--- config.mk ---
export PLATFORM = sky130hd
export DESIGN_NAME = binary_outputs
export DESIGN_NICKNAME = d
export VERILOG_FILES = /design/src/pulse_out_pkg.sv /design/src/pulse_timer.sv /design/src/binary_outputs.sv
export SDC_FILE = /design/constraint.sdc
export NUM_CORES = 2
export LEC_CHECK = 0
export BUFFER_PORTS_ARGS = -buffer_cell sky130_fd_sc_hd__buf_2
export CAP_MARGIN = 20
export CORE_AREA = 8 8 338 340
export CTS_BUF_LIST = sky130_fd_sc_hd__clkbuf_8
export DETAILED_ROUTE_END_ITERATION = 6
export DIE_AREA = 0 0 346 348
export GPL_TIMING_DRIVEN = 0
export PLACE_DENSITY = 0.65
export SLEW_MARGIN = 15
export SYNTH_ARGS = -nofsm -noshare
export SYNTH_HDL_FRONTEND = slang
export SYNTH_SLANG_ARGS = --single-unit
--- constraint.sdc ---
create_clock -name pclk -period 6.23 [get_ports pclk]
set_input_delay 0.623 -clock pclk [delete_from_list [all_inputs] [get_ports pclk]]
set_output_delay 0.623 -clock pclk [all_outputs]
set_load 0.01 [all_outputs]
--- src/pulse_out_pkg.sv ---
// Purpose: constants and types for the binary / relay output function block
// Assumes: pclk at 100 MHz, a millisecond tick derived inside the block
// Notes:   register map is reached over APB, one aligned 32-bit word per register
// Function
// - two base outputs plus three optional relay outputs, each with its own function
// - off function keeps the contact open whatever happens
// - device-alive function holds the contact closed while running
// - limit function closes contact for the pulse length on each group signal; the code drops signals that come during a pulse or its 50 ms low time
// - energy function tracks consumed or supplied energy of selected quantity
// - one pulse each time accumulated energy grows by the increment
// - pulse high time 50 ms to 500 ms in 50 ms steps
// - low time between pulses follows measured power
// - at least 50 ms low after every energy pulse
// - pulse rate bounded by pulse time plus minimum low time
// - rotation function closes for clockwise, opens for anticlockwise
package pulse_out_pkg;

	localparam int unsigned CLK_HZ        = 100_000_000;
	localparam int unsigned MS_PER_S      = 1000;
	localparam int unsigned TICK_CYCLES   = CLK_HZ / MS_PER_S;
	localparam int unsigned STEP_MS       = 50;
	localparam int unsigned MIN_LOW_MS    = 50;
	localparam int unsigned MAX_STEPS     = 10;
	localparam int unsigned NUM_BASE      = 2;
	localparam int unsigned NUM_RELAY     = 3;
	localparam int unsigned NUM_OUT       = NUM_BASE + NUM_RELAY;
	localparam int unsigned ENERGY_W      = 32;
	localparam int unsigned CNT_W         = 10;

	// register byte offsets
	localparam logic [11:0] OFS_CFG_BASE  = 12'h000;
	localparam logic [11:0] OFS_INC_BASE  = 12'h020;
	localparam logic [11:0] OFS_STATUS    = 12'h040;
	localparam logic [11:0] OFS_CTRL      = 12'h044;

	// config word field positions
	localparam int unsigned FUNC_LSB      = 0;
	localparam int unsigned STEPS_LSB     = 3;
	localparam int unsigned DIR_BIT       = 7;
	localparam int unsigned SRC_LSB       = 8;
	localparam int unsigned GRP_LSB       = 10;
	localparam logic [31:0] CFG_RESET     = 32'h0000_0000;
	localparam logic [31:0] INC_RESET     = 32'h0000_0001;

	typedef enum logic [2:0]
	{
		FN_OFF    = 3'h0,
		FN_ALIVE  = 3'h1,
		FN_LIMIT  = 3'h2,
		FN_ENERGY = 3'h3,
		FN_ROTATE = 3'h4
	} func_t;

	typedef enum logic [2:0]
	{
		ST_IDLE = 3'b001,
		ST_HIGH = 3'b010,
		ST_LOW  = 3'b100
	} pulse_st_t;

	typedef struct packed
	{
		logic [2:0] group;      // limit group index
		logic [1:0] source;     // measured quantity / point selector
		logic       supply;     // 1 = supplied energy, 0 = consumed
		logic [3:0] steps;      // pulse length in 50 ms steps
		func_t      func;
	} out_cfg_t;

	// stored width of one config word; upper write data bits are dropped
	localparam int unsigned CFG_W         = $bits(out_cfg_t);

	// energy sample handed to every output each millisecond
	typedef struct packed
	{
		logic [15:0] consumed;
		logic [15:0] supplied;
	} energy_t;

endpackage

--- src/pulse_timer.sv ---
`timescale 1ns/1ns
// Purpose: one output channel: energy accumulator and pulse shaper
// Assumes: tick is a one-cycle pulse every millisecond
// Notes:   high and low intervals are counted in ticks
module pulse_timer
(
	input  wire logic                                      pclk,
	input  wire logic                                      presetn,
	input  wire logic                                      tick,
	input  wire pulse_out_pkg::out_cfg_t                   cfg,
	input  wire logic [pulse_out_pkg::ENERGY_W-1:0]        increment,
	input  wire logic [15:0]                               energy_in,
	input  wire logic                                      trigger,
	output logic                                           busy,
	output logic                                           pulse
);

	logic [pulse_out_pkg::ENERGY_W-1:0] acc_q;
	logic [pulse_out_pkg::CNT_W-1:0]    cnt_q;
	logic [pulse_out_pkg::CNT_W-1:0]    high_ms;
	logic [pulse_out_pkg::CNT_W-1:0]    low_ms;
	logic                               due;
	logic                               start;
	logic                               energy_mode;
	pulse_out_pkg::pulse_st_t           st_q;

	////////////////////////////////////////////////////////////////////////////

	// steps outside 1..10 are clamped so the high time never leaves its range
	always_comb
	begin
		high_ms = pulse_out_pkg::CNT_W'(pulse_out_pkg::STEP_MS);
		if (cfg.steps >= 4'(pulse_out_pkg::MAX_STEPS))
			high_ms = pulse_out_pkg::CNT_W'(pulse_out_pkg::STEP_MS * pulse_out_pkg::MAX_STEPS);
		else if (cfg.steps != 4'h0)
			high_ms = pulse_out_pkg::CNT_W'(pulse_out_pkg::STEP_MS * cfg.steps);
	end

	assign low_ms      = pulse_out_pkg::CNT_W'(pulse_out_pkg::MIN_LOW_MS);
	assign energy_mode = (cfg.func == pulse_out_pkg::FN_ENERGY);
	assign due         = energy_mode ? (acc_q >= increment && increment != '0) : trigger;
	// a due pulse follows the minimum low time at once, so the period is pulse plus low
	assign start       = due && (st_q == pulse_out_pkg::ST_IDLE
		|| (st_q == pulse_out_pkg::ST_LOW && cnt_q == '0));

	// accumulation never pauses; only one increment is taken per pulse
	always_ff @(posedge pclk or negedge presetn)
	begin
		if (!presetn)
			acc_q <= '0;
		else if (!energy_mode)
			acc_q <= '0;
		else if (tick)
		begin
			if (start)
				acc_q <= acc_q - increment + pulse_out_pkg::ENERGY_W'(energy_in);
			else
				acc_q <= acc_q + pulse_out_pkg::ENERGY_W'(energy_in);
		end
	end

	always_ff @(posedge pclk or negedge presetn)
	begin
		if (!presetn)
		begin
			st_q  <= pulse_out_pkg::ST_IDLE;
			cnt_q <= '0;
		end
		else if (tick)
		begin
			case (st_q)
				pulse_out_pkg::ST_IDLE:
					if (start)
					begin
						st_q  <= pulse_out_pkg::ST_HIGH;
						cnt_q <= high_ms - 1'b1;
					end
				pulse_out_pkg::ST_HIGH:
					if (cnt_q == '0)
					begin
						st_q  <= pulse_out_pkg::ST_LOW;
						cnt_q <= low_ms - 1'b1;
					end
					else
						cnt_q <= cnt_q - 1'b1;
				pulse_out_pkg::ST_LOW:
					// rate bound: no new pulse until high plus minimum low has passed
					if (start)
					begin
						st_q  <= pulse_out_pkg::ST_HIGH;
						cnt_q <= high_ms - 1'b1;
					end
					else if (cnt_q == '0)
						st_q <= pulse_out_pkg::ST_IDLE;
					else
						cnt_q <= cnt_q - 1'b1;
				default:
					st_q <= pulse_out_pkg::ST_IDLE;
			endcase
		end
	end

	assign pulse = (st_q == pulse_out_pkg::ST_HIGH);
	assign busy  = (st_q != pulse_out_pkg::ST_IDLE);

endmodule // pulse_timer

--- src/binary_outputs.sv ---
// Added by the designer: the APB slave port and the register addresses.
`timescale 1ns/1ns
// Purpose: function selector for the binary and relay contact outputs
// Assumes: APB master on pclk; measurement inputs synchronous to pclk
// Notes:   relay contacts exist only when relay_fitted is high
module binary_outputs
#(
	parameter int unsigned TICK_CYCLES = pulse_out_pkg::TICK_CYCLES
)
(
	input  wire logic                                          pclk,
	input  wire logic                                          presetn,
	input  wire logic                                          psel,
	input  wire logic                                          penable,
	input  wire logic                                          pwrite,
	input  wire logic [11:0]                                   paddr,
	input  wire logic [31:0]                                   pwdata,
	output logic      [31:0]                                   prdata,
	output logic                                               pready,
	output logic                                               pslverr,
	input  wire logic                                          relay_fitted,
	input  wire logic                                          device_ok,
	input  wire logic                                          rotation_cw,
	input  wire logic [6:0]                                    limit_evt,
	input  wire pulse_out_pkg::energy_t [3:0]                  energy_ms,
	output logic      [pulse_out_pkg::NUM_OUT-1:0]             contact
);

	pulse_out_pkg::out_cfg_t                   cfg_q   [pulse_out_pkg::NUM_OUT];
	logic [pulse_out_pkg::ENERGY_W-1:0]        inc_q   [pulse_out_pkg::NUM_OUT];
	logic [pulse_out_pkg::NUM_OUT-1:0]         pulse_w;
	logic [pulse_out_pkg::NUM_OUT-1:0]         busy_w;
	logic [pulse_out_pkg::NUM_OUT-1:0]         contact_d;
	logic [pulse_out_pkg::NUM_OUT-1:0]         contact_q;
	logic [pulse_out_pkg::NUM_OUT-1:0]         evt_seen_q;
	logic [7:0]                                evt_all;
	logic [31:0]                               tick_cnt_q;
	logic                                      tick_q;
	logic                                      enable_q;
	logic                                      wr_en;
	logic                                      rd_en;
	logic                                      addr_ok;

	////////////////////////////////////////////////////////////////////////////

	// index of an output register, or NUM_OUT for anything unmapped
	function automatic int unsigned reg_index(input logic [11:0] addr, input logic [11:0] base);
		int unsigned idx;
		idx = pulse_out_pkg::NUM_OUT;
		if (addr >= base && addr < base + 12'(4 * pulse_out_pkg::NUM_OUT) && addr[1:0] == 2'b00)
			idx = int'(addr - base) >> 2;
		return idx;
	endfunction

	assign pready  = 1'b1;
	assign wr_en   = psel && penable && pwrite;
	assign rd_en   = psel && !pwrite;
	assign addr_ok = reg_index(paddr, pulse_out_pkg::OFS_CFG_BASE) < pulse_out_pkg::NUM_OUT
		|| reg_index(paddr, pulse_out_pkg::OFS_INC_BASE) < pulse_out_pkg::NUM_OUT
		|| paddr == pulse_out_pkg::OFS_STATUS || paddr == pulse_out_pkg::OFS_CTRL;
	assign pslverr = psel && penable && !addr_ok;
	// a group code past the last limit group reads as never signalling
	assign evt_all = {1'b0, limit_evt};

	////////////////////////////////////////////////////////////////////////////

	// millisecond timebase
	always_ff @(posedge pclk or negedge presetn)
	begin
		if (!presetn)
		begin
			tick_cnt_q <= '0;
			tick_q     <= 1'b0;
		end
		else if (tick_cnt_q == 32'(TICK_CYCLES - 1))
		begin
			tick_cnt_q <= '0;
			tick_q     <= 1'b1;
		end
		else
		begin
			tick_cnt_q <= tick_cnt_q + 32'h0000_0001;
			tick_q     <= 1'b0;
		end
	end

	always_ff @(posedge pclk or negedge presetn)
	begin
		if (!presetn)
			enable_q <= 1'b1;
		else if (wr_en && paddr == pulse_out_pkg::OFS_CTRL)
			enable_q <= pwdata[0];
	end

	always_ff @(posedge pclk or negedge presetn)
	begin
		if (!presetn)
			prdata <= '0;
		else if (rd_en && !penable)
		begin
			prdata <= '0;
			if (reg_index(paddr, pulse_out_pkg::OFS_CFG_BASE) < pulse_out_pkg::NUM_OUT)
				prdata <= 32'(cfg_q[reg_index(paddr, pulse_out_pkg::OFS_CFG_BASE)]);
			else if (reg_index(paddr, pulse_out_pkg::OFS_INC_BASE) < pulse_out_pkg::NUM_OUT)
				prdata <= inc_q[reg_index(paddr, pulse_out_pkg::OFS_INC_BASE)];
			else if (paddr == pulse_out_pkg::OFS_STATUS)
				prdata <= {16'h0000, 3'h0, busy_w, 3'h0, contact_q};
			else if (paddr == pulse_out_pkg::OFS_CTRL)
				prdata <= {31'h0000_0000, enable_q};
		end
	end

	////////////////////////////////////////////////////////////////////////////

	genvar g;
	generate
		for (g = 0; g < pulse_out_pkg::NUM_OUT; g++)
		begin : g_out
			logic        fitted;
			logic        trig;
			logic [15:0] e_sel;

			// relay outputs stay open when the module is not fitted
			assign fitted = (g < pulse_out_pkg::NUM_BASE) || relay_fitted;

			always_ff @(posedge pclk or negedge presetn)
			begin
				if (!presetn)
				begin
					cfg_q[g] <= pulse_out_pkg::out_cfg_t'(pulse_out_pkg::CFG_RESET[pulse_out_pkg::CFG_W-1:0]);
					inc_q[g] <= pulse_out_pkg::INC_RESET;
				end
				else if (wr_en && reg_index(paddr, pulse_out_pkg::OFS_CFG_BASE) == g)
					cfg_q[g] <= pulse_out_pkg::out_cfg_t'(pwdata[pulse_out_pkg::CFG_W-1:0]);
				else if (wr_en && reg_index(paddr, pulse_out_pkg::OFS_INC_BASE) == g)
					inc_q[g] <= pwdata;
			end

			// group events arriving between ticks are held until the next tick
			always_ff @(posedge pclk or negedge presetn)
			begin
				if (!presetn)
					evt_seen_q[g] <= 1'b0;
				else if (evt_all[cfg_q[g].group])
					evt_seen_q[g] <= 1'b1;
				else if (tick_q)
					evt_seen_q[g] <= 1'b0;
			end

			assign trig  = (cfg_q[g].func == pulse_out_pkg::FN_LIMIT) && evt_seen_q[g];
			assign e_sel = cfg_q[g].supply ? energy_ms[cfg_q[g].source].supplied
				: energy_ms[cfg_q[g].source].consumed;

			pulse_timer u_timer
			(
				.pclk      (pclk),
				.presetn   (presetn),
				.tick      (tick_q),
				.cfg       (cfg_q[g]),
				.increment (inc_q[g]),
				.energy_in (tick_q ? e_sel : 16'h0000),
				.trigger   (trig),
				.busy      (busy_w[g]),
				.pulse     (pulse_w[g])
			);

			always_comb
			begin
				case (cfg_q[g].func)
					pulse_out_pkg::FN_OFF:    contact_d[g] = 1'b0;
					pulse_out_pkg::FN_ALIVE:  contact_d[g] = device_ok;
					pulse_out_pkg::FN_LIMIT:  contact_d[g] = pulse_w[g];
					pulse_out_pkg::FN_ENERGY: contact_d[g] = pulse_w[g];
					pulse_out_pkg::FN_ROTATE: contact_d[g] = rotation_cw;
					default:                  contact_d[g] = 1'b0;
				endcase
				if (!fitted || !enable_q)
					contact_d[g] = 1'b0;
			end
		end
	endgenerate

	always_ff @(posedge pclk or negedge presetn)
	begin
		if (!presetn)
			contact_q <= '0;
		else
			contact_q <= contact_d;
	end

	assign contact = contact_q;

endmodule // binary_outputs

==> metrics <==
status finished, violations left; failing checks DRC; Area Overhead vs Synth 11.0%; post-synthesis compound-gate area fraction 20.1%; Post-CTS Setup Bufs 0; Post-synth EDFFs 0; Multi-input gate area about 36,000 µm²; Leak 0.0272 µW; DRT antenna net count 0; Clock Power Share 48.7%; FF+latch count, synth roughly 530; Critical Path AT roughly 6.9 ns; post-synth top area cell dfrtp_1; Main synth FF type dfrtp_1; Adder-Cell Fraction of Synth Area 16.3%; share of power burned in registers between 40 and 50%; final wirelength 239,000 µm; Synth cell types 96; Net Switching ~2200 µW; Buf+Inv Stages, Crit Path 5; number of global-route vias before repair 49,300; Cell Pwr Density 133 nW/µm²; RSZ-0062 raised after global routing yes; Required @ worst endpoint about 6.9 ns; row count 122; gr ovfl total 0; Synth Area in Simple Gates about 15%; Synth area leaders dfrtp_1 (24%), ha_1 (11%), mux4_2 (7.0%), fa_1 (4.9%), inv_1 (4.7%); Final Hold Violating Endpoints 0; fin. max-slew vios 0; TritonCTS clock tree done; mux contribution to synthesized area 11.9%; # DRC 1; worst-case clock skew 0.0676 ns; I/O Buffers roughly 210; # H-tree levels 3; global-route wire length before repair 341,000 µm; switch share between 20% and 30%; Setup crit end kind flip-flop; Clock Pin Slew Worst Setup and Hold Paths 0.07 ns; yosys warns 0; worst min path class primary input to flip-flop; top-count cell post-synth inv_1; critical path class flip-flop to flip-flop; Die Width roughly 350 µm; startpoint types flip-flop; worst-margin pin slew roughly 1.3 ns; Clock Latency Late Sink 0.82 ns; slowest stage delay, CP 0.57 ns; min Tclk post-route 6.19 ns; IO Pins 226; First-pass DRT Iterations 7; Power Internal 5620 µW; gr usage total 38.3%; Iter 0 DRT Violations 5,874; max-cap violation count 0; Fmax 162 MHz; post-synthesis xor/xnor area fraction 4.31%; Layout fillers ~11,000; clock sink count around 530; synthesized cell area 52,800 µm²; # setup viols final 0; worst hold slack about 0.12 ns; initial core utilization 48.3%; Root Buffer clkbuf_8; Relative slew margins roughly 15%; wire per inst ~30 µm; Max FO, Critical Path 10; cts bufs inserted 103; Via Count 51,900; largest family of logic cells by synthesized area compound AO/OA/AOI/OAI gates; delay-heaviest family, CP compound AO/OA/AOI/OAI gates; post-synth top area share 24.4%; hpwl dp between 150,000 and 200,000 µm; vias per cell 6.52; worst path cell trace clkbuf_2, clkbuf_4, clkbuf_1, buf_6, nand2_1, ha_1, inv_1, ha_1, fa_1, a211oi_1, nor2_1, o31a_1, o2111ai_1, o21a_1, o21ai_0, a41oi_1, xnor2_1, nor2_1, nor4_1; Gate power share between 7 and 8%; Syn Inst Count approximately 6,100; worst vdd ir between 0.15 and 0.2 mV; Core ar. 109,000 µm²; Die Span Y roughly 350 µm; die area 120,000 µm²; GPL Wtd Cong slightly above 1; fin worst setup slack around 0.041 ns; Syn Area/Cell 8.70 µm²; antenna violations before repair 35; Crit-path slowest cell dfrtp_2; Reg area about 13,000 µm²; worst slack at placement -1.11 ns; maximum clock insertion buffer count 3; syn nets 6,866; register area share after synthesis around a quarter; ys async rst share 100%; Final Cycle Share 99.3%; Synth top cells by count inv_1 (663), nand2_1 (550), dfrtp_1 (515), ha_1 (481), o21ai_0 (428); pin count of the biggest net entering global routing between 90 and 100; layout cells sized above 1 between 10 and 15%; # nets final 7,210
## metrics by stage
stage | total power, µW | area [µm²] | instances | setup TNS, ns | utilization (%)
finish | 7790 | 58600 | 7956 | 0 | 53.6
global route | 7980 | 58600 | 7936 | -0.105 | 53.6
CTS | 7810 | 58500 | 7926 | 0 | 53.5
detailed placement | 4030 | 56200 | 7734 | -42.38 | 51.5
global placement | 4010 | 55600 | 7705 | -3811.93 | 50.9
floorplan | 3680 | 52800 | 6068 | 0 | -
## worst register-to-register path, delay by kind of cell (launching register included)
family | cells | cell delay, ns
AOI/OAI and AO/OA | 6 | 2.04
buffers and inverters | 5 | 1.71
adders and majority gates | 3 | 0.98
and+or+nand+nor | 4 | 0.62
DFF | 1 | 0.57
xor gates and xnor gates | 1 | 0.15
## state kept, by name (all words and copies together) (netlist names)
signal               count
g_out.u_timer.acc_q    160
inc_q                  160
cfg_q                   65
g_out.u_timer.cnt_q     50
prdata                  32
tick_cnt_q              32
g_out.u_timer.st_q      15
contact                  5
evt_seen_q               5
enable_q                 1
tick_q                   1
## routing by layer
layer	track usage (%)	part of all wire, %	vias up
met1	48.8	39	25600
met2	56.9	42	2816
met3	11.9	11	733
met5	0	0.067	-
met4	23.4	7.5	24
li1	-	-	22700
## final cells by class
class / instances / area share (%)
diodes: 31 / 0.132
plain buffers: 269 / 2.09
clock buffers: 129 / 3.03
clock inverters: 63 / 0.660
inverters: 663 / 4.25
multi-input cells: 4607 / 61.6
flip-flops and latches: 526 / 22.5
well taps: 1426 / 3.04
repair buffers: 242 / 2.75
## final timing paths
path | endpoint | from | slack, ns | depth (start not counted)
setup / recovery | g_out[3].u_timer.acc_q[30] | tick_q | 0.04 | 19
hold / removal | inc_q[0] | pwdata[0] | 0.12 | 2
setup reg to reg | g_out[3].u_timer.acc_q[30] | tick_q | 0.04 | 19
hold reg to reg | tick_cnt_q[4] | tick_cnt_q[4] | 0.47 | 1
max in group asynchronous | cfg_q[23] | presetn | 4.23 | 4
min in group asynchronous | prdata[18] | presetn | 0.42 | 2
## placed cells by master, fill, tap and decap left out, types with 30 or more instances in the layout
master    netlist  final
nor2b_1        55     54
nand2b_1       64     64
o21ai_0       428    426
xnor2_1       164    164
o21a_1         69     69
xor2_1         96     96
a221oi_1       33     33
or3_1          45     45
diode_2         0     31
a311oi_1       30     30
a31oi_1        56     55
nand4_1        69     69
clkbuf_8        0    129
inv_1         663    702
clkbuf_1      209    155
o21bai_1       35     35
o221ai_1       33     33
mux4_2        165    165
ha_1          481    481
o211ai_1       42     42
nand3_1       122    122
dfrtp_1       515    514
a21oi_1       423    422
nand2_1       550    550
clkbuf_2        0     48
buf_2          36    250
nor2_1        379    379
a211oi_1       87     86
and3_1         55     55
nor3_1        107    106
and2_1         30     30
fa_1          130    130
nor4_1         63     62
mux2_2        205    205
o22ai_1        46     46
a21o_1        119    119
## power groups by stage
stage               clock [µW]  combinational (µW)  sequential [µW]
finish                    3790                 556             3440
global placement             0                 507             3500
detailed placement           0                 533             3500
global route              3960                 573             3440
floorplan                    0                 173             3510
CTS                       3830                 536             3440
## cell families after synthesis
kind of cell / count (synthesis)
XOR/XNOR: 260
other: 1
AND/OR/NAND/NOR: 1679
adder cells (fa/ha/maj): 611
buffers and inverters: 935
flip-flops: 526
multiplexers: 398
AO/OA/AOI/OAI: 1658
## timing repair
item                                    CTS  global route
hold buffers                              1             0
hold endpoints to repair                 78             0
resized for setup                        31            61
endpoints found under the setup margin  103            23
(Power assumes the default switching activity.)
